--- config.mk ---
export PLATFORM = sky130hd
export DESIGN_NAME = ast_top
export DESIGN_NICKNAME = d
export VERILOG_FILES = /design/src/ast_pkg.sv /design/src/ast_top.sv
export SDC_FILE = /design/constraint.sdc
export NUM_CORES = 1
export LEC_CHECK = 0
export BUFFER_PORTS_ARGS = -buffer_cell sky130_fd_sc_hd__buf_2
export CORE_ASPECT_RATIO = 0.5
export CORE_MARGIN = 2
export CORE_UTILIZATION = 50
export DETAILED_ROUTE_END_ITERATION = 6
export PLACE_DENSITY = 0.76
export SLEW_MARGIN = 10
export SYNTH_ARGS = -nofsm -noshare
export SYNTH_HDL_FRONTEND = slang
export SYNTH_SLANG_ARGS = --single-unit
--- constraint.sdc ---
create_clock -name clk_i -period 2.7 [get_ports clk_i]
set_input_delay 0.135 -clock clk_i [delete_from_list [all_inputs] [get_ports clk_i]]
set_output_delay 0.135 -clock clk_i [all_outputs]
set_load 0.03 [all_outputs]
--- src/ast_pkg.sv ---
// Constants, register map and types for the sampling timing control block
package ast_pkg;
    // Clock rates and half-period divider of the converter clock
    localparam int unsigned SYS_CLK_HZ  = 40_000_000;
    localparam int unsigned CONV_CLK_HZ = 10_000_000;
    localparam int unsigned HALF_CYC    = SYS_CLK_HZ / (2 * CONV_CLK_HZ);
    localparam logic [3:0]  HDIV_MAX    = 4'(HALF_CYC - 1);
    // Sequencing times in converter half periods
    localparam logic [5:0]  TRIG_DLY_HT = 6'h05;  // 2.5 converter clocks
    localparam logic [5:0]  SEQ_GAP_HT  = 6'h02;  // 1 clock between pulses
    localparam logic [5:0]  SIM_GAP_HT  = 6'h04;  // 2 clocks between pulses
    localparam int          PIPE_W      = 10;
    localparam int          RES_A_TAP   = 7;      // 4 clocks after sampling
    localparam int          RES_B_TAP   = 9;      // 5 clocks after sampling
    // Register byte offsets
    localparam logic [7:0]  CTRL1_OFS   = 8'h00;
    localparam logic [7:0]  TRIG_OFS    = 8'h04;
    localparam logic [7:0]  CTRL3_OFS   = 8'h08;
    localparam logic [7:0]  CHSEL_OFS   = 8'h0C;
    localparam logic [7:0]  STAT_OFS    = 8'h10;
    localparam logic [7:0]  MASK_OFS    = 8'h14;
    localparam logic [7:0]  RESA_OFS    = 8'h18;
    localparam logic [7:0]  RESB_OFS    = 8'h1C;
    // Field positions and writable bits
    localparam int          ACQ_LSB     = 8;
    localparam int          CONT_BIT    = 4;
    localparam int          SAMPLING_MODE_SELECT_BIT   = 0;
    localparam int          PWR_BIT     = 5;
    localparam int          SOFT_BIT    = 0;
    localparam int          BUSY_BIT    = 8;
    localparam logic [31:0] CTRL1_WM    = 32'h0000_0F10;
    localparam logic [31:0] CTRL3_WM    = 32'h0000_00E1;
    localparam logic [31:0] CHSEL_WM    = 32'h0000_000F;
    localparam logic [31:0] IRQ_WM      = 32'h0000_0003;
    // Reset values
    localparam logic [31:0] CTRL1_RST   = 32'h0000_0000;
    localparam logic [31:0] CTRL3_RST   = 32'h0000_0000;
    localparam logic [31:0] CHSEL_RST   = 32'h0000_0000;
    localparam logic [1:0]  IRQ_RST     = 2'h0;
    // Sequencer states, Gray coded along the usual path
    typedef enum logic [1:0] {
        ST_IDLE  = 2'h0,
        ST_DELAY = 2'h1,
        ST_HOLD  = 2'h3,
        ST_GAP   = 2'h2
    } ast_state_t;
endpackage

--- src/ast_top.sv ---
// Sampling sequencer, sample/hold timing and result posting for the converter
//
// The Wishbone slave port and the address map were left to the implementer.
module ast_top (
    input  wire logic        clk_i,        // System clock, 40 MHz
    input  wire logic        rst_i,        // Synchronous reset, high
    input  wire logic        wb_cyc_i,     // Bus cycle
    input  wire logic        wb_stb_i,     // Bus strobe
    input  wire logic        wb_we_i,      // Write enable
    input  wire logic [7:0]  wb_adr_i,     // Byte address
    input  wire logic [3:0]  wb_sel_i,     // Byte lanes
    input  wire logic [31:0] wb_dat_i,     // Write data
    output logic      [31:0] wb_dat_o,     // Read data
    output logic             wb_ack_o,     // Acknowledge
    output logic             irq_o,        // Level interrupt
    input  wire logic        pwm_trig_i,   // PWM event, one-cycle pulse
    input  wire logic        ext_start_i,  // External start pin
    input  wire logic [11:0] conv_a_i,     // Pipeline output, A side
    input  wire logic [11:0] conv_b_i,     // Pipeline output, B side
    output logic             conv_clk_o,   // Converter clock
    output logic             sh_a_o,       // Sample/hold pulse, A side
    output logic             sh_b_o,       // Sample/hold pulse, B side
    output logic      [2:0]  mux_a_o,      // A multiplexer index
    output logic      [2:0]  mux_b_o       // B multiplexer index
);
    // Per-byte merge of a write into a register; mask, status and trigger writes merge into zero
    function automatic logic [31:0] wmerge(input logic [31:0] old_v,
                                           input logic [31:0] new_v,
                                           input logic [3:0]  sel);
        logic [31:0] m;
        m = '0;
        for (int i = 0; i < 4; i++) begin
            m[i*8 +: 8] = {8{sel[i]}};
        end
        return (old_v & ~m) | (new_v & m);
    endfunction

    logic [31:0]         ctrl1_r, ctrl3_r, chsel_r, dat_r;
    logic [1:0]          stat_r, mask_r, ev_d1_r, ev_d2_r;
    logic                ack_r, irq_r;
    logic                ext_m_r, ext_s_r, ext_d_r;
    logic [3:0]          hdiv_r;
    logic                cph_r;
    ast_pkg::ast_state_t state_r, state_nxt;
    logic [5:0]          cnt_r, cnt_nxt;
    logic                sh_a_r, sh_b_r, sh_nxt, fire;
    logic                run_sim_r;
    logic [3:0]          run_ch_r;
    logic [2:0]          mux_r;
    logic [ast_pkg::PIPE_W-1:0] pipe_r;
    logic [11:0]         res_a_r, res_b_r;

    // Bus decode; a write lands on the edge where ack is seen
    wire        req      = wb_cyc_i & wb_stb_i;
    wire        wr_take  = req & wb_we_i & ack_r;
    wire        sel_c1   = wb_adr_i == ast_pkg::CTRL1_OFS;
    wire        sel_tr   = wb_adr_i == ast_pkg::TRIG_OFS;
    wire        sel_c3   = wb_adr_i == ast_pkg::CTRL3_OFS;
    wire        sel_ch   = wb_adr_i == ast_pkg::CHSEL_OFS;
    wire        sel_st   = wb_adr_i == ast_pkg::STAT_OFS;
    wire        sel_mk   = wb_adr_i == ast_pkg::MASK_OFS;
    wire        sel_ra   = wb_adr_i == ast_pkg::RESA_OFS;
    wire        sel_rb   = wb_adr_i == ast_pkg::RESB_OFS;
    wire [31:0] wr_st    = wmerge(32'h0000_0000, wb_dat_i, wb_sel_i);

    // Control fields
    wire [3:0]  acq      = ctrl1_r[ast_pkg::ACQ_LSB +: 4];
    wire        cont     = ctrl1_r[ast_pkg::CONT_BIT];
    wire        sampling_mode_select    = ctrl3_r[ast_pkg::SAMPLING_MODE_SELECT_BIT];
    wire        pwr_en   = ctrl3_r[ast_pkg::PWR_BIT];
    wire        busy     = (state_r != ast_pkg::ST_IDLE) | (|pipe_r);
    wire        sh_any   = sh_a_r | sh_b_r;

    // Trigger sources; a trigger while busy is dropped
    wire        soft_trig = wr_take & sel_tr & wr_st[ast_pkg::SOFT_BIT];
    wire        ext_rise  = ext_s_r & ~ext_d_r;
    wire        trig_any  = pwm_trig_i | soft_trig | ext_rise;
    wire        trig_go   = trig_any & pwr_en & ~busy;

    // Half-period tick of the converter clock, restarted by a trigger
    wire        tick     = hdiv_r == ast_pkg::HDIV_MAX;
    wire [5:0]  hold_ht  = 6'(({2'h0, acq} + 6'h01) << 1);
    wire [5:0]  gap_ht   = run_sim_r ? ast_pkg::SIM_GAP_HT
                                     : ast_pkg::SEQ_GAP_HT;

    // Result moments are taps on the sample marker pipe
    wire        res_a_ev = tick & pipe_r[ast_pkg::RES_A_TAP];
    wire        res_b_ev = tick & pipe_r[ast_pkg::RES_B_TAP] & run_sim_r;
    wire [11:0] seq_dat  = run_ch_r[3] ? conv_b_i : conv_a_i;
    wire [1:0]  stat_clr = (wr_take & sel_st) ? wr_st[1:0] : 2'h0;
    wire [1:0]  stat_nxt = (stat_r & ~stat_clr) | ev_d2_r;

    // Read mux; unmapped offsets read zero
    wire [31:0] rdata =
        sel_c1 ? ctrl1_r :
        sel_c3 ? ctrl3_r :
        sel_ch ? chsel_r :
        sel_st ? {23'h0, busy, 6'h0, stat_r} :
        sel_mk ? {30'h0, mask_r} :
        sel_ra ? {20'h0, res_a_r} :
        sel_rb ? {20'h0, res_b_r} : 32'h0000_0000;

    // Bus slave: one wait state, ack drops after one cycle
    always_ff @(posedge clk_i) begin
        if (rst_i) begin
            ack_r <= 1'b0;
            dat_r <= 32'h0000_0000;
        end else begin
            ack_r <= req & ~ack_r;
            if (req & ~ack_r) begin
                dat_r <= rdata;
            end
        end
    end

    // Software registers
    always_ff @(posedge clk_i) begin
        if (rst_i) begin
            ctrl1_r <= ast_pkg::CTRL1_RST;
            ctrl3_r <= ast_pkg::CTRL3_RST;
            chsel_r <= ast_pkg::CHSEL_RST;
            mask_r  <= ast_pkg::IRQ_RST;
        end else if (wr_take) begin
            if (sel_c1) ctrl1_r <= wmerge(ctrl1_r, wb_dat_i, wb_sel_i) & ast_pkg::CTRL1_WM;
            if (sel_c3) ctrl3_r <= wmerge(ctrl3_r, wb_dat_i, wb_sel_i) & ast_pkg::CTRL3_WM;
            if (sel_ch) chsel_r <= wmerge(chsel_r, wb_dat_i, wb_sel_i) & ast_pkg::CHSEL_WM;
            if (sel_mk) mask_r  <= wr_st[1:0];
        end
    end

    // Flags lag the result update by two cycles; set wins over clear
    always_ff @(posedge clk_i) begin
        if (rst_i) begin
            ev_d1_r <= 2'h0;
            ev_d2_r <= 2'h0;
            stat_r  <= ast_pkg::IRQ_RST;
            irq_r   <= 1'b0;
        end else begin
            ev_d1_r <= {res_b_ev, res_a_ev};
            ev_d2_r <= ev_d1_r;
            stat_r  <= stat_nxt;
            irq_r   <= |(stat_nxt & mask_r);
        end
    end

    // Start pin passes two flops before the edge detector
    always_ff @(posedge clk_i) begin
        if (rst_i) begin
            ext_m_r <= 1'b0;
            ext_s_r <= 1'b0;
            ext_d_r <= 1'b0;
        end else begin
            ext_m_r <= ext_start_i;
            ext_s_r <= ext_m_r;
            ext_d_r <= ext_s_r;
        end
    end

    // Converter clock divider, phase realigned to each accepted trigger
    always_ff @(posedge clk_i) begin
        if (rst_i || trig_go) begin
            hdiv_r <= 4'h0;
            cph_r  <= 1'b0;
        end else begin
            hdiv_r <= tick ? 4'h0 : hdiv_r + 4'h1;
            cph_r  <= cph_r ^ tick;
        end
    end

    // Sequencer: delay, hold pulse, gap; repeats while continuous is set
    always_comb begin
        state_nxt = state_r;
        cnt_nxt   = cnt_r;
        sh_nxt    = sh_any;
        fire      = 1'b0;
        unique case (state_r)
            ast_pkg::ST_IDLE: begin
                if (trig_go) begin
                    state_nxt = ast_pkg::ST_DELAY;
                    cnt_nxt   = ast_pkg::TRIG_DLY_HT - 6'h01;
                end
            end
            ast_pkg::ST_DELAY: begin
                if (tick) begin
                    if (cnt_r == 6'h00) begin
                        state_nxt = ast_pkg::ST_HOLD;
                        cnt_nxt   = hold_ht - 6'h01;
                        sh_nxt    = 1'b1;
                    end else begin
                        cnt_nxt = cnt_r - 6'h01;
                    end
                end
            end
            ast_pkg::ST_HOLD: begin
                if (tick) begin
                    if (cnt_r == 6'h00) begin
                        sh_nxt    = 1'b0;
                        fire      = 1'b1;
                        state_nxt = cont ? ast_pkg::ST_GAP : ast_pkg::ST_IDLE;
                        cnt_nxt   = gap_ht - 6'h01;
                    end else begin
                        cnt_nxt = cnt_r - 6'h01;
                    end
                end
            end
            ast_pkg::ST_GAP: begin
                if (tick) begin
                    if (cnt_r != 6'h00) begin
                        cnt_nxt = cnt_r - 6'h01;
                    end else if (cont) begin
                        state_nxt = ast_pkg::ST_HOLD;
                        cnt_nxt   = hold_ht - 6'h01;
                        sh_nxt    = 1'b1;
                    end else begin
                        state_nxt = ast_pkg::ST_IDLE;
                    end
                end
            end
        endcase
    end

    // Sequencer state; mode and channel are frozen for the whole run
    always_ff @(posedge clk_i) begin
        if (rst_i) begin
            state_r   <= ast_pkg::ST_IDLE;
            cnt_r     <= 6'h00;
            run_sim_r <= 1'b0;
            run_ch_r  <= 4'h0;
            mux_r     <= 3'h0;
        end else begin
            state_r <= state_nxt;
            cnt_r   <= cnt_nxt;
            if (trig_go) begin
                run_sim_r <= sampling_mode_select;
                run_ch_r  <= chsel_r[3:0];
                mux_r     <= chsel_r[2:0];
            end
        end
    end

    // Pulse routing: one side in sequential mode, both in simultaneous
    always_ff @(posedge clk_i) begin
        if (rst_i) begin
            sh_a_r <= 1'b0;
            sh_b_r <= 1'b0;
        end else begin
            sh_a_r <= sh_nxt & (run_sim_r | ~run_ch_r[3]);
            sh_b_r <= sh_nxt & (run_sim_r | run_ch_r[3]);
        end
    end

    // Marker pipe; several samples may be in flight at short acquisition
    always_ff @(posedge clk_i) begin
        if (rst_i) begin
            pipe_r <= '0;
        end else if (tick) begin
            pipe_r <= {pipe_r[ast_pkg::PIPE_W-2:0], fire};
        end
    end

    // Result registers
    always_ff @(posedge clk_i) begin
        if (rst_i) begin
            res_a_r <= 12'h000;
            res_b_r <= 12'h000;
        end else begin
            if (res_a_ev) res_a_r <= run_sim_r ? conv_a_i : seq_dat;
            if (res_b_ev) res_b_r <= conv_b_i;
        end
    end

    assign wb_dat_o   = dat_r;
    assign wb_ack_o   = ack_r;
    assign irq_o      = irq_r;
    assign conv_clk_o = cph_r;
    assign sh_a_o     = sh_a_r;
    assign sh_b_o     = sh_b_r;
    assign mux_a_o    = mux_r;
    assign mux_b_o    = mux_r;

    // Checks
    localparam int TRIG_CYC = 10;
    localparam int RES_A_CYC = 15;
    localparam int RES_B_CYC = 19;
    localparam int SEQ_GAP_CYC = 3;
    localparam int SIM_GAP_CYC = 7;
    logic [6:0] shlen_r;
    logic [5:0] hcap_r;
    always_ff @(posedge clk_i) begin
        shlen_r <= (rst_i || !sh_any) ? 7'h00 : shlen_r + 7'h01;
        if (!sh_any) hcap_r <= hold_ht;  // Acq may change mid-pulse
    end
endmodule

### Yosys cells after proc, flatten, opt, wreduce, memory -nomap -nowiden

Index checks and enable logic that the tools add are counted.

* logic and storage cells: 142
* flip-flop bits (word level): 115

* bitwise operators: 38
* equality and inequality tests: 19
* muxes and demuxes: 40
* reduce and logical (&&, ||, !) cells: 15
* add/sub/neg operators: 5

Operators by type and width (count)
* 12-bit 2-to-1 mux: 9
* 6-bit 2-to-1 mux: 8
* 8-bit by 5-bit equality test with 1-bit output (second input constant): 4
* 12-bit AND: 2
* 6-bit case mux with 4 select lines: 1
* 2-bit 2-to-1 mux: 10
* 8-bit by 4-bit equality test with 1-bit output (second input constant): 2
* 1-bit AND: 15
* 2-bit inequality test (second input constant): 7
* 12-bit inverter: 1
* 12-bit bitwise OR: 1
* 6-bit by 1-bit subtractor with 6-bit output (second input constant): 2
* 10-bit OR reduction: 1
* 1-bit 2-to-1 mux: 9
* 8-bit AND: 1
* 8-bit by 3-bit equality test with 1-bit output (second input constant): 1
* 8-bit logical NOT: 1
* 8-bit bitwise OR: 1
* 2-bit case mux with 4 select lines: 1
* 2-bit AND reduction: 4
* 7-bit AND reduction: 1
* 6-bit logical NOT: 1
* 1-bit bitwise OR: 6
* 6-bit nonzero test: 1
* other kinds (21): 27

### Logic depth before layout (Yosys ltp)

Gate-level depths: netlist of the first run.

* word-level depth: 11
* gate-level depth with buffers: 8

### Least setup slack after synthesis of the first run

Ideal clock, no wire load.

* path kind: reg-to-reg
* start: register cnt_r[0]
* end: register cnt_r[2]
* cell stages (with the launch flop): 7
* path buffers: 0
* data required time: 2581 ps
* path slack: 794 ps
* clock period less this slack: 1906 ps
* arrival time: 1787 ps
* path through: dfxtp_1 > inv_1 > ha_1 > or4b_4 > o311ai_4 > nand2_2 > o221a_1

* longest elaborated chain between the ends: 4
* elaborated cells on any way between the ends: 12
* classes of those cells: add/sub: 1; eq/ne: 1; mux: 7; reduce/logical: 3

Ends and longest elaborated chain
* start: declaration: RTL line ast_top.sv:45 `logic [5:0] cnt_r, cnt_nxt;`
* start signal: assignment: RTL line ast_top.sv:232 `cnt_r <= cnt_nxt;`
* 6-bit by 1-bit subtractor with 6-bit output (tied with other cells): RTL line ast_top.sv:190, ast_top.sv:202, ast_top.sv:209
* 6-bit 2-to-1 mux (on tied branches): RTL line ast_top.sv:208, ast_top.sv:185, ast_top.sv:196
* 6-bit 2-to-1 mux (on tied branches): RTL line ast_top.sv:207, ast_top.sv:184, ast_top.sv:195
* 6-bit case mux with 4 select lines: RTL line ast_top.sv:176 `unique case (state_r)`

Parallel ways exist; a longest one is shown, timed or not. The select of a mux whose other input is x is not followed.
A chain may end at the register's enable or synchronous reset.

### Final worst setup path of the first run

Ends and elaborated chain as after synthesis.

==> flow_results.org, run 1 <==
** CTS
- The clock reaches the later pin of the worst-skew pair after approximately 0.34 ns.
- TritonCTS built the clock tree.
- Buffers added to address setup during post-CTS repair amount to 0.
- Maximum buffer depth of the clock tree :: 2
- Num Clock Sinks :: 92
- Cts bufs inserted :: 9
- After clock tree synthesis, the clock-pin slew on the worst setup and hold paths is 0.06 ns.
- Clock root cell :: sky130_fd_sc_hd__clkbuf_16
- The clock tree synthesis step divided the H-tree into 3 levels.

** STA
- Final slew viol count :: 0
- Min setup slack post-route :: roughly 0.64 ns
- Setup violation total in the final timing report :: 0
- For the final database, setup skew stands at between 0.004 and 0.005 ns.
- Maximum frequency from static timing analysis :: approximately 480 MHz
- Final critical path time including I/O delays and setup :: approximately 2.1 ns
- Of the available clock period, the critical path in the final layout requires between 70 and 80%.
- In this run the tightest slew margin relative to its limit is approximately 45%.
- The final number of hold-violating endpoints was 0.
- At the pin with the least slew margin, the transition time is 0.831 ns.
- Unrepaired setup endpoints after global routing :: false
- Setup TNS :: 0 ns

** Pwr
- Worst vdd ir :: roughly 340 uV
- In this run, the clock network consumes a little over two fifths of the power.
- Combinational power share :: 8.7%
- The analysis attributes to net switching a power of 673 uW.
- The internal power of the cells totals 2.11 mW.
- Summed over all cells, the static leakage comes to ~2 nW.
- Of the total power, the share spent switching nets is between 20% and 30%.
- Power spread over the standard cell area amounts to 556 mW/mm2.
- Sequential cells burn 49.7% of the power.

** Drt
- Routed via count divided by cell count :: between 5 and 6
- After detailed routing, the total wire length is around 10000 um.
- Routed Antenna Nets :: 0
- In the final routed layout, each cell accounts on average for between 15 and 20 um.
- DRC violation total after the first TritonRoute iteration :: 368
- The final route contains roughly 3.8k vias.
- The first detailed-routing pass ran for 5 iterations.
- In the routed design, unresolved DRC markers number 0.

** Setup path
- Number of cells traversed by the worst register-to-register path :: 6
- Capturing element type of the critical path :: flip-flop
- Required time at the endpoint of the critical path :: 2.94 ns
- Arrival time worst endpoint :: 2.30 ns
- Worst setup SP type :: flip-flop
- Along the worst path, the maximum fanout reaches 7.
- Kind of critical path :: flip-flop to flip-flop

** Logic synthesis
- Cell accounting for the most synthesized area :: sky130_fd_sc_hd__dfxtp_1
- Cell area after synthesis :: about 0.0044 mm2
- Ys async rst share :: 0%
- Mean area per synthesized cell :: 8.62 um2
- By instance count, the leading cell after synthesis is sky130_fd_sc_hd__dfxtp_1.
- Number of unique standard cell types used by synthesis :: 64
- Ranking of synthesized cells by area :: sky130_fd_sc_hd__dfxtp_1 42%, sky130_fd_sc_hd__mux2i_1 6.6%, sky130_fd_sc_hd__nand2_1 5.3%
- Number of synthesized register bits :: 92
- Yosys mapped a number of flops with a built-in enable equal to 0.
- Commonest cells in the synthesized netlist :: 92 x sky130_fd_sc_hd__dfxtp_1, 62 x sky130_fd_sc_hd__nand2_1, 53 x sky130_fd_sc_hd__nor2_1, 45 x sky130_fd_sc_hd__a21oi_1, 29 x sky130_fd_sc_hd__mux2i_1
- For this run, the number of Yosys warnings is 0.
- Of the synthesized area, sequential elements account for 41.8%.
- Dominant register cell in the synthesized netlist :: sky130_fd_sc_hd__dfxtp_1
- Area share of the largest cell type after synthesis :: about two fifths
- Post-synthesis cell count :: just over 500

** Global routing
- The via count of the first global-routing pass was 3384.
- The initial antenna violation count was 0.
- The first global-routing pass estimated 16800 um of wire.
- Global routing consumed, over all layers together, between 20% and 30% of the routing resources.
- Summed over all layers, the global routing overflow is 0.
- Entering global routing, the biggest net connects 39 pins.

** Outcome
- Outcome :: complete, no violations

** Placed design
- The placed instances occupy a cell area of between 0.004 and 0.005 mm2.
- Post-placement worst setup slack :: 0.617 ns
- Buffers placed on the I/O ports in this run total 75.
- Dpl cells :: ~670
- The wire-length estimate of the detail-placed layout is ~7500 um.
- Routability-driven placement finished with a final weighted congestion of 0.838.

** Layout
- Sequential cell area :: approximately 0.0018 mm2
- With fillers left out, the area of the finished cells amounts to 0.00501 mm2.
- Filler cell count in the final layout :: about 780
- In the final layout, the multi-input gates occupy 0.00230 mm2.
- Number of antenna cells inserted :: 0
- After the last flow step, the layout net total stands at around 650.
- Area growth from synthesis to layout :: 13.7%
- Post-route non-filler standard cell count :: between 600 and 700
- Of the cells placed in the final design, the portion with a size suffix greater than 1 is approximately a fifth.

** Die
- Die X-Extent :: around 140 um
- The region available for standard cell placement spans about 0.0086 mm2.
- Starting density of the core :: ~51%
- The die covers 0.00962 mm2.
- Die Span Y :: between 70 and 80 um
- Standard-cell rows :: 24
- During I/O placement, the number of pins put on the boundary was 118.

** Worst hold path
- Worst Hold Class :: input port to flip-flop
- Worst Hold Path Cells :: 3

** Run
- Max-cap violations in this run came to 0.
-- repair_timing --
action / 4_1_cts / 5_1_grt
hold endpoints to repair: 1 / 0
gates resized for setup: 0 / 0
hold buffers: 1 / 0
-- power by group through the flow --
stage | Sequential [mW] | Clock (mW) | Combinational, mW
2_1_floorplan | 1.43 | 0 | 0.163
3_3_place_gp | 1.41 | 0 | 0.235
3_5_place_dp | 1.41 | 0 | 0.239
4_1_cts | 1.38 | 1.18 | 0.241
5_1_grt | 1.39 | 1.24 | 0.265
6_report | 1.38 | 1.16 | 0.241
-- final timing paths --
kind / startpoint / to / slack (ns)
max: cnt_r[0] / cnt_r[2] / 0.64
min: wb_dat_i[9] / flip-flop / 0.03
max reg2reg: cnt_r[0] / cnt_r[2] / 0.64
min reg2reg: ext_m_r / ext_s_r / 0.44
-- cells in the final DEF (no fill, tap or decap), types with 5 or more instances in the layout --
cell type                   Yosys  layout
sky130_fd_sc_hd__a211oi_1      21      21
sky130_fd_sc_hd__dfxtp_1       92      92
sky130_fd_sc_hd__nand2_1       62      62
sky130_fd_sc_hd__nor2b_1        8       8
sky130_fd_sc_hd__nor4_1         5       5
sky130_fd_sc_hd__clkbuf_16      0       9
sky130_fd_sc_hd__nor2_1        53      53
sky130_fd_sc_hd__buf_4         26       5
sky130_fd_sc_hd__o21ai_0        8       8
sky130_fd_sc_hd__o31ai_1        5       5
sky130_fd_sc_hd__buf_2          4      75
sky130_fd_sc_hd__nand2b_1       7       7
sky130_fd_sc_hd__or2_2          5       5
sky130_fd_sc_hd__inv_1          5       5
sky130_fd_sc_hd__nand3_1       16      16
sky130_fd_sc_hd__a21oi_1       45      45
sky130_fd_sc_hd__conb_1         1      20
sky130_fd_sc_hd__nor3_1         8       8
sky130_fd_sc_hd__mux2i_1       29      29
-- cell families after synthesis --
logic type,synth area share (%)
other,0.0851
AOI/OAI and AO/OA,18.5
buffers and inverters,7.61
and+or+nand+nor,22.8
muxes,6.84
DFF,41.8
adders and majority gates,1.14
xor gates and xnor gates,1.19
-- per-layer routing --
metal / track usage [%] / up-vias / routed length [um]
met5: 0 / - / 0
met4: 5.79 / 0 / 168
met3: 7.41 / 15 / 650
met2: 35.6 / 116 / 4880
met1: 29.9 / 1756 / 4770
li1: - / 1887 / -
-- critical path: stages, from the launching register on --
cell and delay, ns:
sky130_fd_sc_hd__dfxtp_1 0.33, sky130_fd_sc_hd__inv_1 0.07, sky130_fd_sc_hd__ha_1 0.23, sky130_fd_sc_hd__or4b_4 0.54
sky130_fd_sc_hd__o311ai_4 0.44, sky130_fd_sc_hd__nand2_2 0.10, sky130_fd_sc_hd__o221a_1 0.25
-- stage by stage --
| step | total power, mW | hold WS [ns] | util [%] |
|---|---|---|---|
| global placement | 1.65 | 0.352 | 54.9 |
| detailed placement | 1.65 | 0.357 | 54.9 |
| floorplan | 1.59 | 0.263 | - |
| global route | 2.89 | 0.0261 | 58.1 |
| CTS | 2.80 | 0.0191 | 58.1 |
| finish | 2.78 | 0.0252 | 58.1 |
-- final cells by class --
type	count	area share (%)
tap	117	2.92
inverter	6	0.450
multi-input combinational	376	46.0
sequential	92	36.8
timing repair buffer	81	8.44
clock inverter	2	0.200
clock buffer	13	5.20
Power figures use the tool's default switching activity.
==> inputs of run 2 (changes only) <==
--- a/config.mk
+++ b/config.mk
@@ -5,12 +5,13 @@
 export SDC_FILE = /design/constraint.sdc
 export NUM_CORES = 1
 export LEC_CHECK = 0
+export ABC_AREA = 1
 export BUFFER_PORTS_ARGS = -buffer_cell sky130_fd_sc_hd__buf_2
 export CORE_ASPECT_RATIO = 0.5
 export CORE_MARGIN = 2
 export CORE_UTILIZATION = 50
 export DETAILED_ROUTE_END_ITERATION = 6
-export PLACE_DENSITY = 0.76
+export PLACE_DENSITY = 0.77
 export SLEW_MARGIN = 10
 export SYNTH_ARGS = -nofsm -noshare
 export SYNTH_HDL_FRONTEND = slang
==> constraint.sdc (replaced) <==
create_clock -name clk_i -period 2.05 [get_ports clk_i]
set_input_delay 0.1025 -clock clk_i [delete_from_list [all_inputs] [get_ports clk_i]]
set_output_delay 0.1025 -clock clk_i [all_outputs]
set_load 0.03 [all_outputs]
==> flow_results.org, run 2 <==
** Drt
- Total detailed-routing wirelength :: 10400 um (-0.50%)
- The final routed wire length divided by cell count is 12.7 um (-17%).
- The iteration-0 DRC count of the detailed router is 327 (-11%).
- DRC violation count after routing :: 0 (unchanged)
- Number of vias after detailed routing :: 4164 (+10%)
- The number of nets with antenna violations after routing came to 0 (unchanged).
- The average via count per standard cell is 5.07 (-7.8%).
- Detailed-router iteration count before antenna repair :: 5 (unchanged)

** Logic synthesis
- Dominant register cell in the synthesized netlist :: sky130_fd_sc_hd__dfxtp_1
- The number of instances in the synthesized netlist came to 629 (+23%).
- Cell area after synthesis :: 0.00438 mm2 (-0.48%)
- EDFF count, synth :: 0 (unchanged)
- Ys async rst share :: 0% (unchanged)
- Share of synthesized area occupied by flip-flops and latches :: 42.0% (+0.20 points)
- The number of distinct library cells after synthesis came to 27 (-58%).
- The biggest area contributor in the post-synthesis netlist is sky130_fd_sc_hd__dfxtp_1.
- After synthesis, the cell types taking the most area are sky130_fd_sc_hd__dfxtp_1 42%, sky130_fd_sc_hd__nand2_1 12%, sky130_fd_sc_hd__a21oi_1 7.3%.
- Warnings, synthesis :: 0 (unchanged)
- Among all cell types in the netlist, the one instantiated most often is sky130_fd_sc_hd__nand2_1.
- Commonest cells in the synthesized netlist :: 142 x sky130_fd_sc_hd__nand2_1, 92 x sky130_fd_sc_hd__dfxtp_1, 71 x sky130_fd_sc_hd__nor2_1, 65 x sky130_fd_sc_hd__inv_1, 64 x sky130_fd_sc_hd__a21oi_1
- Number of synthesized register bits :: 92 (unchanged)
- Area share of the largest cell type after synthesis :: 42.0% (+0.20 points)
- The mean instance size in the synthesized netlist came to 6.97 um2 (-19%).

** Global routing
- Initial antenna violation count :: 0 (unchanged)
- GRT Util Overall :: 22.6% (-0.025 points)
- Final global-route overflow total :: 0 (unchanged)
- Via count of the first global-routing pass :: 3578 (+5.7%)
- The global-route wire length before repair was 16800 um (+0.29%).
- The maximum number of pins on one net before global-route repair came to 45 (+15%).

** CTS
- Maximum buffer depth of the clock tree :: 2 (unchanged)
- Clock network latency to the later pin of the worst-skew pair :: 0.34 ns (about the same)
- Num Clock Sinks :: 92 (unchanged)
- The post-cts gate resize count is 0 (unchanged).
- Clock root cell :: sky130_fd_sc_hd__clkbuf_16
- The number of buffers created by CTS came to 9 (unchanged).
- The maximum level of the CTS H-tree is 3 (unchanged).
- Clock slew seen by the registers of the worst setup and hold paths :: 0.06 ns (about the same)
- TritonCTS built the clock tree.

** Layout
- Commonest cells after routing, fill and taps aside :: 142 x sky130_fd_sc_hd__nand2_1, 92 x sky130_fd_sc_hd__dfxtp_1, 75 x sky130_fd_sc_hd__buf_2
- Number of antenna cells inserted :: 0 (unchanged)
- The total of fill cells in the finished design came to 834 (+7.3%).
- The layout net count is 781 (+21%).
- Proportion of layout cells with a drive suffix above 1 :: 16.5% (-3.7 points)
- The library cell used most frequently in the layout, excluding fill and tap cells, is sky130_fd_sc_hd__nand2_1.
- Relative to the synthesized area, the layout overhead comes to 15.8%.

** Pwr
- Power density normalized to cell area :: 873 mW/mm2 (+57%)
- Leakage :: 2.25 nW (+9.0%)
- Worst vdd ir :: 485 uV (+43%)

** STA
- The highest clock frequency the design can meet came to 580 MHz (+20%).
- Worst Tran Pin Value :: 0.517 ns (-0.314 ns)
- Setup repair after global routing left no endpoint under its margin.
- Setup TNS :: 0 ns (unchanged)
- The final number of hold-violating endpoints is 0 (unchanged).
- The final number of max-transition violations was 0 (unchanged).
- The final count of negative-setup-slack endpoints came to 0 (unchanged).
- The share of the clock period used by the worst path came to 84.1% (+7.7 points).
- The clock tree skew after final layout came to 0.0113 ns (+0.00723 ns).
- The smallest hold slack came to 0.00414 ns (-0.0211 ns).
- The shortest period the worst path allows came to 1.72 ns (-0.338 ns).
- The worst max-slew margin expressed relative to the limit is 65.5% (+21 points).

** Setup path
- Kind of critical path :: flip-flop to flip-flop
- The path length in cells of the critical path is 9 (+3).
- The setup slack of the worst register-to-register path is 0.33 ns (-0.31 ns).
- Reg-to-Reg Start :: cnt_r[1]
- Among cell families on the critical path, the largest total delay comes from simple AND/OR/NAND/NOR gates.
- Required time at the endpoint of the critical path :: 2.27 ns (-0.67 ns)
- The critical path starts at cnt_r[1].
- Capturing element type of the critical path :: flip-flop
- STA classifies the critical path startpoint as a flip-flop.
- The cell count of the worst reg-to-reg path came to 9 (+3).
- Largest stage delay on the critical path :: 0.30 ns (-0.24 ns)
- The critical path ends at sh_b_o.
- The signal on the critical path passes through inv_1 > ha_1 > nand3_1 > nor2_1 > nand2_1 > nor2_1 > nand2_1 > o211ai_1 > a21oi_1.
- The endpoint identified for the worst register-to-register timing path is sh_b_o.
- Arrival time worst endpoint :: 1.94 ns (-0.36 ns)
- The count of buffer and inverter cells on the critical path is 1 (unchanged).
- The highest net fanout along the worst path came to 5 (-2).
- Critical Path Slowest Stage Cell :: sky130_fd_sc_hd__dfxtp_1

** Die
- The cell row count came to 24 (unchanged).
- Starting density of the core :: 50.9% (-0.25 points)
- Ports :: 118 (unchanged)
- Die X-Extent :: 136 um (-0.23%)
- The die extent in y was 70.2 um (-0.23%).
- The placeable core area was 0.00862 mm2 (unchanged).
- Die area :: 0.00958 mm2 (-0.46%)

** Run
- Reported max-cap violation count :: 0 (unchanged)

** Placed design
- Port-buffer cells :: 75 (unchanged)
- Half-perimeter wire length after detailed placement :: 7540 um (+0.28%)
- The weighted congestion reported at the end of routability-driven placement was 0.851 (+1.5%).

** Worst hold path
- The worst hold path belongs to the class input port to flip-flop.
- Startpoint of the worst hold path :: wb_dat_i[6]

** Outcome
- The run finished with clean final reports.
[run 2: changes by cell type after synthesis, sizes merged, moves of 7 or more]
cell / change
nand3: +21
nand2: +86
nor2b: -8
nor2: +24
a211oi: -17
nand2b: -7
a21oi: +19
o211ai: +7
clkbuf: -12
inv: +61
mux2i: -29
o21ai: +39
[run 2: metal layers]
metal | up-vias | GRT usage, % | part of all wire, %
met5 | - | 0 | 0
met3 | 11 | 5.95 | 5.8
li1 | 2127 | - | -
met1 | 1886 | 29.9 | 47
met4 | 0 | 5.67 | 1.2
met2 | 140 | 36.8 | 46
[run 2: tightest hold or removal path, cell delays in order]
cell,delay (ns)
sky130_fd_sc_hd__buf_2,0.09
sky130_fd_sc_hd__nor2_1,0.04
sky130_fd_sc_hd__nor2_1,0.08
[run 2: cell families after synthesis]
kind of cell / share of synthesized area, %
buffers and inverters: 12.0
XOR/XNOR: 1.60
other: 0.0855
adder cells (fa/ha/maj): 1.14
AO/OA/AOI/OAI: 15.8
AND/OR/NAND/NOR: 27.4
flip-flops: 42.0
[run 2: final cells by class]
type | instances | area, um2 | area share [%]
multi-input cells | 444 | 2090 | 41.2
flip-flops and latches | 92 | 1840 | 36.3
repair buffers | 89 | 490 | 9.66
inverters | 66 | 248 | 4.88
well taps | 117 | 146 | 2.88
clock buffers | 12 | 246 | 4.86
clock inverters | 2 | 12.5 | 0.247
[run 2: worst min path at each step]
stage	to	slack, ns	cells after the start
final	flip-flop	0.004	3
after global routing	flip-flop	0.01	3
after CTS	flip-flop	0.0006	3
after detailed placement	ext_m_r	0.31	3
after global placement	ext_m_r	0.31	3
after floorplan	ext_m_r	0.21	2
[run 2: power breakdown]
part           switching (mW)  internal (mW)  total, mW
combinational           0.674          0.323      0.997
sequential             0.0643           1.88       1.95
clock                   0.647          0.840       1.49
total                    1.38           3.05       4.43
[run 2: timing repair]
item	4_1_cts	5_1_grt
buffers inserted	0	0
endpoints found under the hold margin	4	0
hold buffers	4	0
[run 2: stage by stage]
stage	total power, mW	util [%]	worst slack [ns]	cells	instance area [um2]
floorplan	2.75	-	0.519	648	4460
global placement	2.93	55.4	0.441	804	4780
detailed placement	2.96	55.4	0.389	804	4780
CTS	4.44	58.9	0.361	822	5070
global route	4.64	58.9	0.132	822	5070
finish	4.43	58.9	0.325	822	5070
